## config.mk

```make
export PLATFORM = sky130hd
export DESIGN_NAME = pagc_top
export DESIGN_NICKNAME = d
export VERILOG_FILES = /design/src/inc/pagc_pkg.sv /design/src/inc/pagc_res_if.sv /design/src/verilog/pagc_top.sv /design/src/verilog/pagc_prescaler.sv /design/src/verilog/pagc_result_buf.sv
export SDC_FILE = /design/constraint.sdc
export NUM_CORES = 2
export LEC_CHECK = 0
export BUFFER_PORTS_ARGS = -buffer_cell sky130_fd_sc_hd__buf_2
export CAP_MARGIN = 20
export CORE_ASPECT_RATIO = 1.4
export CORE_UTILIZATION = 35
export CTS_BUF_LIST = sky130_fd_sc_hd__clkbuf_8
export CTS_CLUSTER_DIAMETER = 60
export DETAILED_ROUTE_END_ITERATION = 8
export GPL_ROUTABILITY_DRIVEN = 1
export GPL_TIMING_DRIVEN = 0
export HOLD_SLACK_MARGIN = 0.05
export SLEW_MARGIN = 20
export SYNTH_ARGS = -nofsm -noshare
export SYNTH_HDL_FRONTEND = slang
export SYNTH_HIERARCHICAL = 1
export SYNTH_SLANG_ARGS = --single-unit
```

## constraint.sdc

```tcl
create_clock -name pclk -period 11.6 [get_ports pclk]
set_input_delay 1.74 -clock pclk [delete_from_list [all_inputs] [get_ports pclk]]
set_output_delay 1.74 -clock pclk [all_outputs]
set_load 0.01 [all_outputs]
```

## src/inc/pagc_pkg.sv

```systemverilog
// Purpose: constants for the pipeline converter global control block
// Assumes: 32-bit APB, 16-bit registers in the low half of each word
// Notes: offsets are byte addresses
package pagc_pkg;
    localparam int AW = 12;
    localparam int DW = 16;
    // register byte offsets
    localparam logic [AW-1:0] OFF_CTL1 = 12'h000;
    localparam logic [AW-1:0] OFF_CTL2 = 12'h004;
    localparam logic [AW-1:0] OFF_CTL3 = 12'h008;
    localparam logic [AW-1:0] OFF_STATH = 12'h00c;
    localparam logic [AW-1:0] OFF_STATL = 12'h010;
    localparam logic [AW-1:0] OFF_IRQ = 12'h014;
    localparam logic [AW-1:0] OFF_L0CTL = 12'h018;
    // 32-word windows, selected by address bits 11:7
    localparam logic [4:0] WIN_TBL = 5'h02;
    localparam logic [4:0] WIN_RES = 5'h04;
    // control one fields
    localparam int B_EN = 15;
    localparam int B_SIDL = 13;
    localparam int B_SLP = 12;
    localparam int B_FORM = 8;
    localparam int B_SPUMP = 7;
    localparam int B_CAL = 6;
    localparam int B_PWR = 0;
    // control two fields
    localparam int B_PVREF = 14;
    localparam int B_NVREF = 12;
    localparam int B_ORG = 10;
    localparam int B_RPUMP = 1;
    // control three, status, irq and list fields
    localparam int B_LEN = 8;
    localparam int B_BUSY = 0;
    localparam int B_RDY = 1;
    localparam int B_PST = 2;
    localparam int B_L0F = 0;
    localparam int B_IRQF = 0;
    localparam int B_IRQE = 1;
    localparam int B_LIST_ENABLE = 15;
    // writable masks and reset values
    localparam logic [DW-1:0] CTL1_MASK = 16'hbfc1;
    localparam logic [DW-1:0] CTL2_MASK = 16'hd7c3;
    localparam logic [DW-1:0] CTL3_MASK = 16'h0fff;
    localparam logic [DW-1:0] L0_MASK = 16'h801f;
    localparam logic [DW-1:0] CTL1_RST = 16'h0000;
    localparam logic [DW-1:0] CTL2_RST = 16'h0300;
    localparam logic [DW-1:0] CTL3_RST = 16'h0000;
    // prescaler largest legal code and calibrate hold in ticks
    localparam logic [7:0] PSC_MAX = 8'h10;
    localparam logic [1:0] CAL_TICKS = 2'h2;
    // positive reference one-hot {buffer one, external pin, supply}
    localparam logic [2:0] REF_BUF1 = 3'h4;
    localparam logic [2:0] REF_EXT = 3'h2;
    localparam logic [2:0] REF_SUP = 3'h1;
endpackage

```

## src/inc/pagc_res_if.sv

```systemverilog
// Purpose: result write and read path between control and result store
// Assumes: one write and one read port
// Notes: raw 12-bit data is formatted in the store
`timescale 1ns/1ps
`default_nettype none
interface pagc_res_if #(parameter int IW = 5) ();
    logic we; // store one result
    logic [IW-1:0] widx; // word written
    logic [11:0] wraw; // raw conversion code
    logic [3:0] form; // output format code
    logic [IW-1:0] ridx; // word read
    logic [15:0] rdata; // formatted word
    modport ctl (output we, widx, wraw, form, ridx, input rdata);
    modport store (input we, widx, wraw, form, ridx, output rdata);
endinterface
`default_nettype wire

```

## src/verilog/pagc_top.sv

```systemverilog
// Purpose: global control, list 0 sequencing and register file of the converter
// Assumes: APB slave with no wait states; analog core behind the core ports
// Notes: results are written in arrival order of core_valid
//
// Local design decisions: the address map and register access over APB.

`timescale 1ns/1ps
`default_nettype none

// Notes on behaviour
// - enable bit 15; registers always accessible
// - flags rise when list results ready
// - stop-in-idle bit halts in idle
// - run-in-sleep bit keeps sleep operation
// - four-bit format selects result layout
// - bit 7 turns on switch pump
// - calibrate bit self-clears after two periods
// - two bits select positive reference
// - bit 12 selects negative reference
// - bit 10 selects indexed or fifo buffer
// - one sample per conversion clock, every other clock at prescaler code zero
// - list 0 enable and global list enable, shared result buffer
// - ready when warmed; busy while converting
// - period is twice prescaler, zero direct
module pagc_top #(parameter int TBL_N = 32) (
    // apb slave
    input wire logic pclk,
    input wire logic presetn,
    input wire logic psel,
    input wire logic penable,
    input wire logic pwrite,
    input wire logic [pagc_pkg::AW-1:0] paddr,
    input wire logic [31:0] pwdata,
    output logic [31:0] prdata,
    output logic pready,
    output logic pslverr,
    // cpu power state and trigger
    input wire logic cpu_idle,
    input wire logic cpu_sleep,
    input wire logic list0_trigger,
    // analog core
    input wire logic core_ready,
    input wire logic core_valid,
    input wire logic [11:0] core_data,
    output logic core_enable,
    output logic cal_start,
    output logic sample_strobe,
    output logic [5:0] sample_channel,
    output logic switch_pump_enable,
    output logic reference_pump_enable,
    output logic power_level,
    output logic neg_ref_select,
    output logic [2:0] pos_ref_onehot,
    // status
    output logic conversion_busy,
    output logic analog_ready,
    output logic list0_event_flag,
    output logic converter_irq_flag,
    output logic converter_irq
);
    import pagc_pkg::*;
    if (TBL_N != 32) $error("channel table must hold 32 entries");

    typedef enum logic [0:0] {PAGC_IDLE, PAGC_CONV} pagc_state_t;

    logic [DW-1:0] ctl1_r, ctl2_r, ctl3_r, l0ctl_r; // control registers
    logic [5:0] tbl_r [TBL_N]; // channel table entries
    logic l0f_r, irqf_r, irqe_r; // event flags and irq enable
    logic cal_r; // calibrate request bit
    logic [1:0] cal_cnt_r; // ticks seen while calibrating
    logic rdy_r; // analog ready status
    pagc_state_t st_r; // sequencer state
    logic [4:0] iss_r, rcv_r, fifo_r; // issue, receive and fifo indices
    logic sample_r; // sample strobe
    logic [5:0] chan_r; // channel of the strobe
    logic [31:0] prdata_r; // captured read data
    logic wr, rd_setup, acc; // apb phases
    logic halt, tick, done; // block halted, conversion tick, list done
    logic [DW-1:0] rd_val; // read mux value
    logic hit; // address mapped
    pagc_res_if #(.IW(5)) rif ();

    // apb decode
    assign acc = psel && penable;
    assign wr = acc && pwrite;
    assign rd_setup = psel && !penable && !pwrite;
    assign pready = 1'b1;
    assign pslverr = acc && !hit;

    // true when the address targets a 32-word window
    function automatic logic in_win(input logic [AW-1:0] a, input logic [4:0] w);
        in_win = (a[11:7] == w) && (a[1:0] == 2'h0);
    endfunction

    // read mux and address map
    always_comb begin
        rd_val = '0;
        hit = 1'b1;
        if (in_win(paddr, WIN_TBL)) begin
            rd_val = {10'h0, tbl_r[paddr[6:2]]};
        end else if (in_win(paddr, WIN_RES)) begin
            rd_val = rif.rdata;
        end else begin
            unique case (paddr)
                OFF_CTL1: rd_val = ctl1_r | (DW'(cal_r) << B_CAL);
                OFF_CTL2: rd_val = ctl2_r;
                OFF_CTL3: rd_val = ctl3_r;
                OFF_STATH: rd_val = DW'({switch_pump_enable, rdy_r, conversion_busy});
                OFF_STATL: rd_val = DW'(l0f_r) << B_L0F;
                OFF_IRQ: rd_val = DW'({irqe_r, irqf_r});
                OFF_L0CTL: rd_val = l0ctl_r;
                default: hit = 1'b0;
            endcase
        end
    end
    assign rif.ridx = paddr[6:2];

    // read data captured in the setup phase
    always_ff @(posedge pclk or negedge presetn) begin
        if (!presetn) begin
            prdata_r <= '0;
        end else if (rd_setup) begin
            prdata_r <= {16'h0, rd_val};
        end
    end
    assign prdata = prdata_r;

    // control registers, writable whether enabled or not
    always_ff @(posedge pclk or negedge presetn) begin
        if (!presetn) begin
            ctl1_r <= CTL1_RST;
            ctl2_r <= CTL2_RST;
            ctl3_r <= CTL3_RST;
            l0ctl_r <= '0;
        end else if (wr) begin
            unique case (paddr)
                OFF_CTL1: ctl1_r <= pwdata[15:0] & CTL1_MASK & ~(DW'(1) << B_CAL);
                OFF_CTL2: ctl2_r <= pwdata[15:0] & CTL2_MASK;
                OFF_CTL3: ctl3_r <= pwdata[15:0] & CTL3_MASK;
                OFF_L0CTL: l0ctl_r <= pwdata[15:0] & L0_MASK;
                default: ;
            endcase
        end
    end

    // channel table
    always_ff @(posedge pclk or negedge presetn) begin
        if (!presetn) begin
            for (int i = 0; i < TBL_N; i++) tbl_r[i] <= '0;
        end else if (wr && in_win(paddr, WIN_TBL)) begin
            tbl_r[paddr[6:2]] <= pwdata[5:0];
        end
    end

    // halt when disabled, idle with stop bit, or sleep without run bit
    assign halt = !ctl1_r[B_EN]
        || (cpu_idle && ctl1_r[B_SIDL])
        || (cpu_sleep && !ctl1_r[B_SLP]);

    pagc_prescaler #(.W(8)) u_psc (
        .pclk(pclk),
        .presetn(presetn),
        .run(!halt),
        .div(ctl3_r[7:0]),
        .tick(tick)
    );

    // calibrate bit: set by write, cleared after two ticks
    always_ff @(posedge pclk or negedge presetn) begin
        if (!presetn) begin
            cal_r <= 1'b0;
            cal_cnt_r <= '0;
        end else if (cal_r && tick && cal_cnt_r == CAL_TICKS - 2'h1) begin
            cal_r <= 1'b0;
            cal_cnt_r <= '0;
        end else if (wr && paddr == OFF_CTL1) begin
            cal_r <= pwdata[B_CAL] | (cal_r & ~ctl1_r[B_EN]);
            cal_cnt_r <= '0;
        end else if (cal_r && tick) begin
            cal_cnt_r <= cal_cnt_r + 2'h1;
        end
    end
    assign cal_start = wr && paddr == OFF_CTL1 && pwdata[B_CAL] && !cal_r;

    // analog ready only while enabled, core warm and not calibrating
    always_ff @(posedge pclk or negedge presetn) begin
        if (!presetn) begin
            rdy_r <= 1'b0;
        end else begin
            rdy_r <= ctl1_r[B_EN] && core_ready && !cal_r;
        end
    end

    // list 0 sequencer: one sample per tick (every other tick at prescaler code zero), results counted on return
    always_ff @(posedge pclk or negedge presetn) begin
        if (!presetn) begin
            st_r <= PAGC_IDLE;
            iss_r <= '0;
            rcv_r <= '0;
            sample_r <= 1'b0;
            chan_r <= '0;
        end else begin
            sample_r <= 1'b0;
            unique case (st_r)
                PAGC_IDLE: begin
                    if (list0_trigger && !halt && rdy_r && l0ctl_r[B_LIST_ENABLE] && ctl3_r[B_LEN]) begin
                        st_r <= PAGC_CONV;
                        iss_r <= '0;
                        rcv_r <= '0;
                    end
                end
                PAGC_CONV: begin
                    if (tick && iss_r <= l0ctl_r[4:0] && !sample_r) begin
                        sample_r <= 1'b1;
                        chan_r <= tbl_r[iss_r];
                        iss_r <= iss_r + 5'h1;
                    end
                    if (core_valid) begin
                        rcv_r <= rcv_r + 5'h1;
                    end
                    if (done || !ctl1_r[B_EN]) begin
                        st_r <= PAGC_IDLE;
                    end
                end
            endcase
        end
    end
    assign done = st_r == PAGC_CONV && core_valid && rcv_r == l0ctl_r[4:0];

    // fifo pointer advances per stored result and wraps at 32
    always_ff @(posedge pclk or negedge presetn) begin
        if (!presetn) begin
            fifo_r <= '0;
        end else if (rif.we) begin
            fifo_r <= fifo_r + 5'h1;
        end
    end

    // result path into the shared store
    assign rif.we = st_r == PAGC_CONV && core_valid;
    assign rif.widx = ctl2_r[B_ORG] ? rcv_r : fifo_r;
    assign rif.wraw = core_data;
    assign rif.form = ctl1_r[B_FORM+3:B_FORM];

    pagc_result_buf #(.DEPTH(32)) u_res (
        .pclk(pclk),
        .presetn(presetn),
        .rif(rif)
    );

    // event flags: set on list done wins over software clear
    always_ff @(posedge pclk or negedge presetn) begin
        if (!presetn) begin
            l0f_r <= 1'b0;
            irqf_r <= 1'b0;
            irqe_r <= 1'b0;
        end else begin
            if (done) begin
                l0f_r <= 1'b1;
            end else if (wr && paddr == OFF_STATL) begin
                l0f_r <= pwdata[B_L0F];
            end
            if (done) begin
                irqf_r <= 1'b1;
            end else if (wr && paddr == OFF_IRQ) begin
                irqf_r <= pwdata[B_IRQF];
            end
            if (wr && paddr == OFF_IRQ) begin
                irqe_r <= pwdata[B_IRQE];
            end
        end
    end

    // analog controls driven from the registers
    assign core_enable = ctl1_r[B_EN];
    assign switch_pump_enable = ctl1_r[B_SPUMP];
    assign power_level = ctl1_r[B_PWR];
    assign reference_pump_enable = ctl2_r[B_RPUMP];
    assign neg_ref_select = ctl2_r[B_NVREF];
    always_comb begin
        unique case (ctl2_r[B_PVREF+1:B_PVREF])
            2'h2: pos_ref_onehot = REF_BUF1;
            2'h1: pos_ref_onehot = REF_EXT;
            default: pos_ref_onehot = REF_SUP;
        endcase
    end
    assign sample_strobe = sample_r;
    assign sample_channel = chan_r;
    assign conversion_busy = st_r == PAGC_CONV;
    assign analog_ready = rdy_r;
    assign list0_event_flag = l0f_r;
    assign converter_irq_flag = irqf_r;
    assign converter_irq = irqf_r && irqe_r;
endmodule

`default_nettype wire

```

## src/verilog/pagc_prescaler.sv

```systemverilog
// Purpose: conversion clock tick from the source clock
// Assumes: source is pclk
// Notes: codes above the legal maximum are clamped to it
`timescale 1ns/1ps
`default_nettype none
module pagc_prescaler #(parameter int W = 8) (
    // clock and reset
    input wire logic pclk,
    input wire logic presetn,
    // control
    input wire logic run,
    input wire logic [W-1:0] div,
    // one tick per conversion clock period
    output logic tick
);
    import pagc_pkg::*;
    if (W != 8) $error("prescaler width must be 8");
    logic [W:0] cnt_r; // source cycles in this period
    logic [W:0] lim; // last count of the period
    logic [W-1:0] dcl; // clamped code
    // period is twice the code, or one cycle for code zero
    always_comb begin
        dcl = (div > PSC_MAX) ? PSC_MAX : div;
        lim = (dcl == '0) ? '0 : ({dcl, 1'b0} - (W+1)'(1));
    end
    assign tick = run && (cnt_r == lim);
    // count restarts when halted or at each tick
    always_ff @(posedge pclk or negedge presetn) begin
        if (!presetn) begin
            cnt_r <= '0;
        end else if (!run || tick) begin
            cnt_r <= '0;
        end else begin
            cnt_r <= cnt_r + (W+1)'(1);
        end
    end
endmodule
`default_nettype wire

```

## src/verilog/pagc_result_buf.sv

```systemverilog
// Purpose: 32-word result store with output formatting
// Assumes: one result written per cycle at most
// Notes: format codes 8 to 15 store raw integer form; codes 4 to 7 repeat the layouts of 0 to 3
`timescale 1ns/1ps
`default_nettype none
module pagc_result_buf #(parameter int DEPTH = 32) (
    // clock and reset
    input wire logic pclk,
    input wire logic presetn,
    // write and read path
    pagc_res_if.store rif
);
    import pagc_pkg::*;
    if (DEPTH != 32) $error("result store depth must be 32");
    logic [15:0] mem_r [DEPTH]; // result words
    // formats a raw code; bit 3 forces raw, else low two bits pick layout; bit 2 is don't care
    function automatic logic [15:0] fmt(input logic [11:0] raw, input logic [3:0] f);
        logic [11:0] s;
        s = raw ^ 12'h800;
        if (f[3]) begin
            fmt = {4'h0, raw};
        end else begin
            unique case (f[1:0])
                2'h0: fmt = {4'h0, raw};
                2'h1: fmt = {{4{s[11]}}, s};
                2'h2: fmt = {raw, 4'h0};
                2'h3: fmt = {s, 4'h0};
            endcase
        end
    endfunction
    // write formatted result
    always_ff @(posedge pclk or negedge presetn) begin
        if (!presetn) begin
            for (int i = 0; i < DEPTH; i++) mem_r[i] <= '0;
        end else if (rif.we) begin
            mem_r[rif.widx] <= fmt(rif.wraw, rif.form);
        end
    end
    assign rif.rdata = mem_r[rif.ridx];
endmodule
`default_nettype wire

```

==> results.json <==
{
  "num_vias": 29100,
  "met1_length_mm": 51.4,
  "cp_cell_sequence": "buf_2, buf_2, buf_1, buf_1, nand2_1, a21oi_1, buf_2",
  "fp.dieArea_sq_um": 110000,
  "via_per_inst": 5.52,
  "holdBufCountCts": 0,
  "synth_top_area_share": 0.522,
  "areaGrowthSynthToFinish_pct": 13.7,
  "fin_crit_ps": 6440,
  "hold_violations": 0,
  "avgSynthCellArea_sq_um": 10.9,
  "yosysSeqAreaShare": 0.523,
  "drive_gt1_frac": 0.199,
  "status": "finished, final reports clean",
  "start_util": 0.354,
  "cts.clk_slew.worst_paths_ps": 60,
  "yosys_warnings": 6,
  "utilization": 0.403,
  "drtPass1Iterations": 6,
  "layout_commonest_cell": "dfrtp_1",
  "synth_area_leader_cell": "dfrtp_1",
  "post_cts_resized": 0,
  "top_layer_used": "met5",
  "cts_tree": "yes",
  "root_buffer": "clkbuf_8",
  "relSlewSlack": 0.283,
  "numCtsBuffers": 135,
  "ys_seq_elements": 796,
  "cp-end-kind": "output port",
  "slew_viol_final": 0,
  "grt_pass1_vias": 29200,
  "cp.required_ps": 9860,
  "globalplace.congestion": 1.00,
  "io_pins": 121,
  "synth_edf_count": 0,
  "post_cts_buffers": 0,
  "grt_max_degree": 140,
  "worst_slew_pin_slew_ps": 1080,
  "worstSetupPathType": "input pin to output port",
  "wl_met2_mm": 63.3,
  "async_reset_ff_frac": 1.00,
  "fin_skew_ps": 49.6,
  "num_rows": 142,
  "port_buffers": 86,
  "setup-violations-final": 0,
  "drc_errors": 0,
  "critPathTopFamily": "buffers and inverters",
  "crit_path_start_kind": "input pin",
  "total_power_mw": 5.73,
  "clock_path_buffers": 3,
  "cts_sinks": 796,
  "final.setup.worst_slack_ps": 5160,
  "timing.critical_path.buf_inv": 5,
  "ir_drop_mv": 0.0883,
  "cts_max_level": 4,
  "post-route-period-util": 0.555,
  "hpwlAfterDp_mm": 95.5,
  "nets": 3810,
  "route.met3.wl_mm": 8.50,
  "antenna_found_initial": 9,
  "core-area_sq_um": 107000,
  "crit_top_cell": "buf_2",
  "routedWlPerCell_um": 24.9,
  "crit_slowest_cell": "buf_1",
  "drtAntennaViolNets": 0,
  "synthTopCellsByArea": "dfrtp_1 (52%), mux2i_1 (8.0%), mux2_2 (7.0%)",
  "p_leak_nw": 20.0,
  "grt_overflow": 0,
  "max_stage_delay_ps": 840,
  "final_cell_mix": "dfrtp_1 (794), nand2_1 (655), o21ai_0 (312)",
  "die_h_um": 392,
  "hold_class": "flop to flop",
  "cp.arrival_ps": 4700,
  "wl_mm": 132,
  "clkLatencyLatePin_ps": 840,
  "drtIter0Drc": 2987,
  "cap_violations": 0,
  "syn-instance-count": 3487,
  "powerDensity_nw_per_um2": 132,
  "max_freq_mhz": 155,
  "syn_area_sq_um": 38100,
  "grt_first_pass_wirelength_mm": 194,
  "grt_setup_unrepaired": "no",
  "ys_types": 77,
  "die_w_um": 281,
  "track_usage": 0.241,
  "ys.flop_type": "dfrtp_1",
  "crit_fanout": 10,
  "pre_cts_slack_ps": 5360
}
[where the power goes]
group          internal [mW]  total, mW  switching, mW
clock                   1.35       2.57           1.22
combinational         0.0959      0.365          0.269
sequential              2.79       2.80         0.0144
total                   4.23       5.73           1.50
[cell usage after synthesis (12+ instances only)]
master / count
a211oi_1: 17
nand4_1: 24
o22ai_1: 17
nor2_1: 43
buf_4: 42
nor3_1: 22
dfrtp_1: 794
buf_2: 75
a31oi_1: 17
a22o_1: 42
o21ai_0: 312
nor2b_1: 12
buf_1: 16
inv_1: 13
mux2_2: 238
mux2i_1: 303
ha_1: 13
mux4_2: 87
nand2b_1: 13
nand3_1: 47
and3_1: 14
nand2_1: 655
a22oi_1: 75
a21oi_1: 60
clkbuf_1: 175
o21ai_1: 212
[routing by layer]
layer	track usage	up-vias
li1	-	12900
met1	0.291	14700
met2	0.396	1164
met3	0.0498	343
met4	0.146	8
met5	0	-
[through the flow]
stage,area [sq um],hold slack [ps],TNS [ps],instances
global route,43300,492,0,5278
finish,43300,475,0,5279
CTS,43300,482,0,5277
global placement,40400,459,-6759060,5028
floorplan,38100,442,0,3502
detailed placement,40500,469,0,5034
[layout make-up]
| cell class | count | area, sq um |
|---|---|---|
| tap | 1440 | 1800 |
| antenna | 2 | 5.00 |
| inverter | 14 | 52.6 |
| fill | 10600 | 64200 |
| buffer | 314 | 1470 |
| clock inverter | 74 | 402 |
| timing repair buffer | 92 | 611 |
| multi-input combinational | 2378 | 16700 |
| sequential | 796 | 19900 |
| clock buffer | 169 | 2330 |
[registers in the layout, summed over array words and instances, names as in the netlist, 2 cells and up]
| register | flops |
|---|---|
| ctl2_r | 10 |
| iss_r | 5 |
| ctl1_r | 9 |
| sample_channel | 6 |
| l0ctl_r | 6 |
| ctl3_r | 12 |
| prdata | 16 |
| rcv_r | 5 |
| fifo_r | 5 |
| tbl_r | 192 |
| u_psc/cnt_r | 9 |
| cal_cnt_r | 2 |
| u_res/mem_r | 512 |
[worst reg2reg max path: stages, from the launching register on]
cell      delay (ps)
dfrtp_1          430
nor4_4           510
nand2_1          120
ha_1             280
or4_4            470
o211ai_1         210
xor2_1           110
nor4_2           610
and3_1           380
nand2_1          100
nor2_1           210
o21a_1           150
clkbuf_1         540
mux2_2           410
[final timing paths]
check,depth (start not counted),slack [ps],startpoint,end
max,7,5160,paddr[3],pslverr
min,2,480,u_res/mem_r[269]$_DFFE_PN0P_,u_res/mem_r[269]$_DFFE_PN0P_
max reg2reg,13,6950,ctl3_r[7]$_DFFE_PN0P_,sample_channel[5]$_DFFE_PN0P_
min reg2reg,2,480,u_res/mem_r[269]$_DFFE_PN0P_,u_res/mem_r[269]$_DFFE_PN0P_
max in group asynchronous,4,8470,presetn,u_res/mem_r[279]$_DFFE_PN0P_
min in group asynchronous,1,840,presetn,u_res/mem_r[22]$_DFFE_PN0P_
[kinds of logic after synthesis]
kind of cell | synth area share
XOR/XNOR | 0.00460
buffers and inverters | 0.0399
multiplexers | 0.204
other | 0.000197
flip-flops | 0.523
AO/OA/AOI/OAI | 0.121
adder cells (fa/ha/maj) | 0.00427
AND/OR/NAND/NOR | 0.103
(Power assumes the default switching activity.)
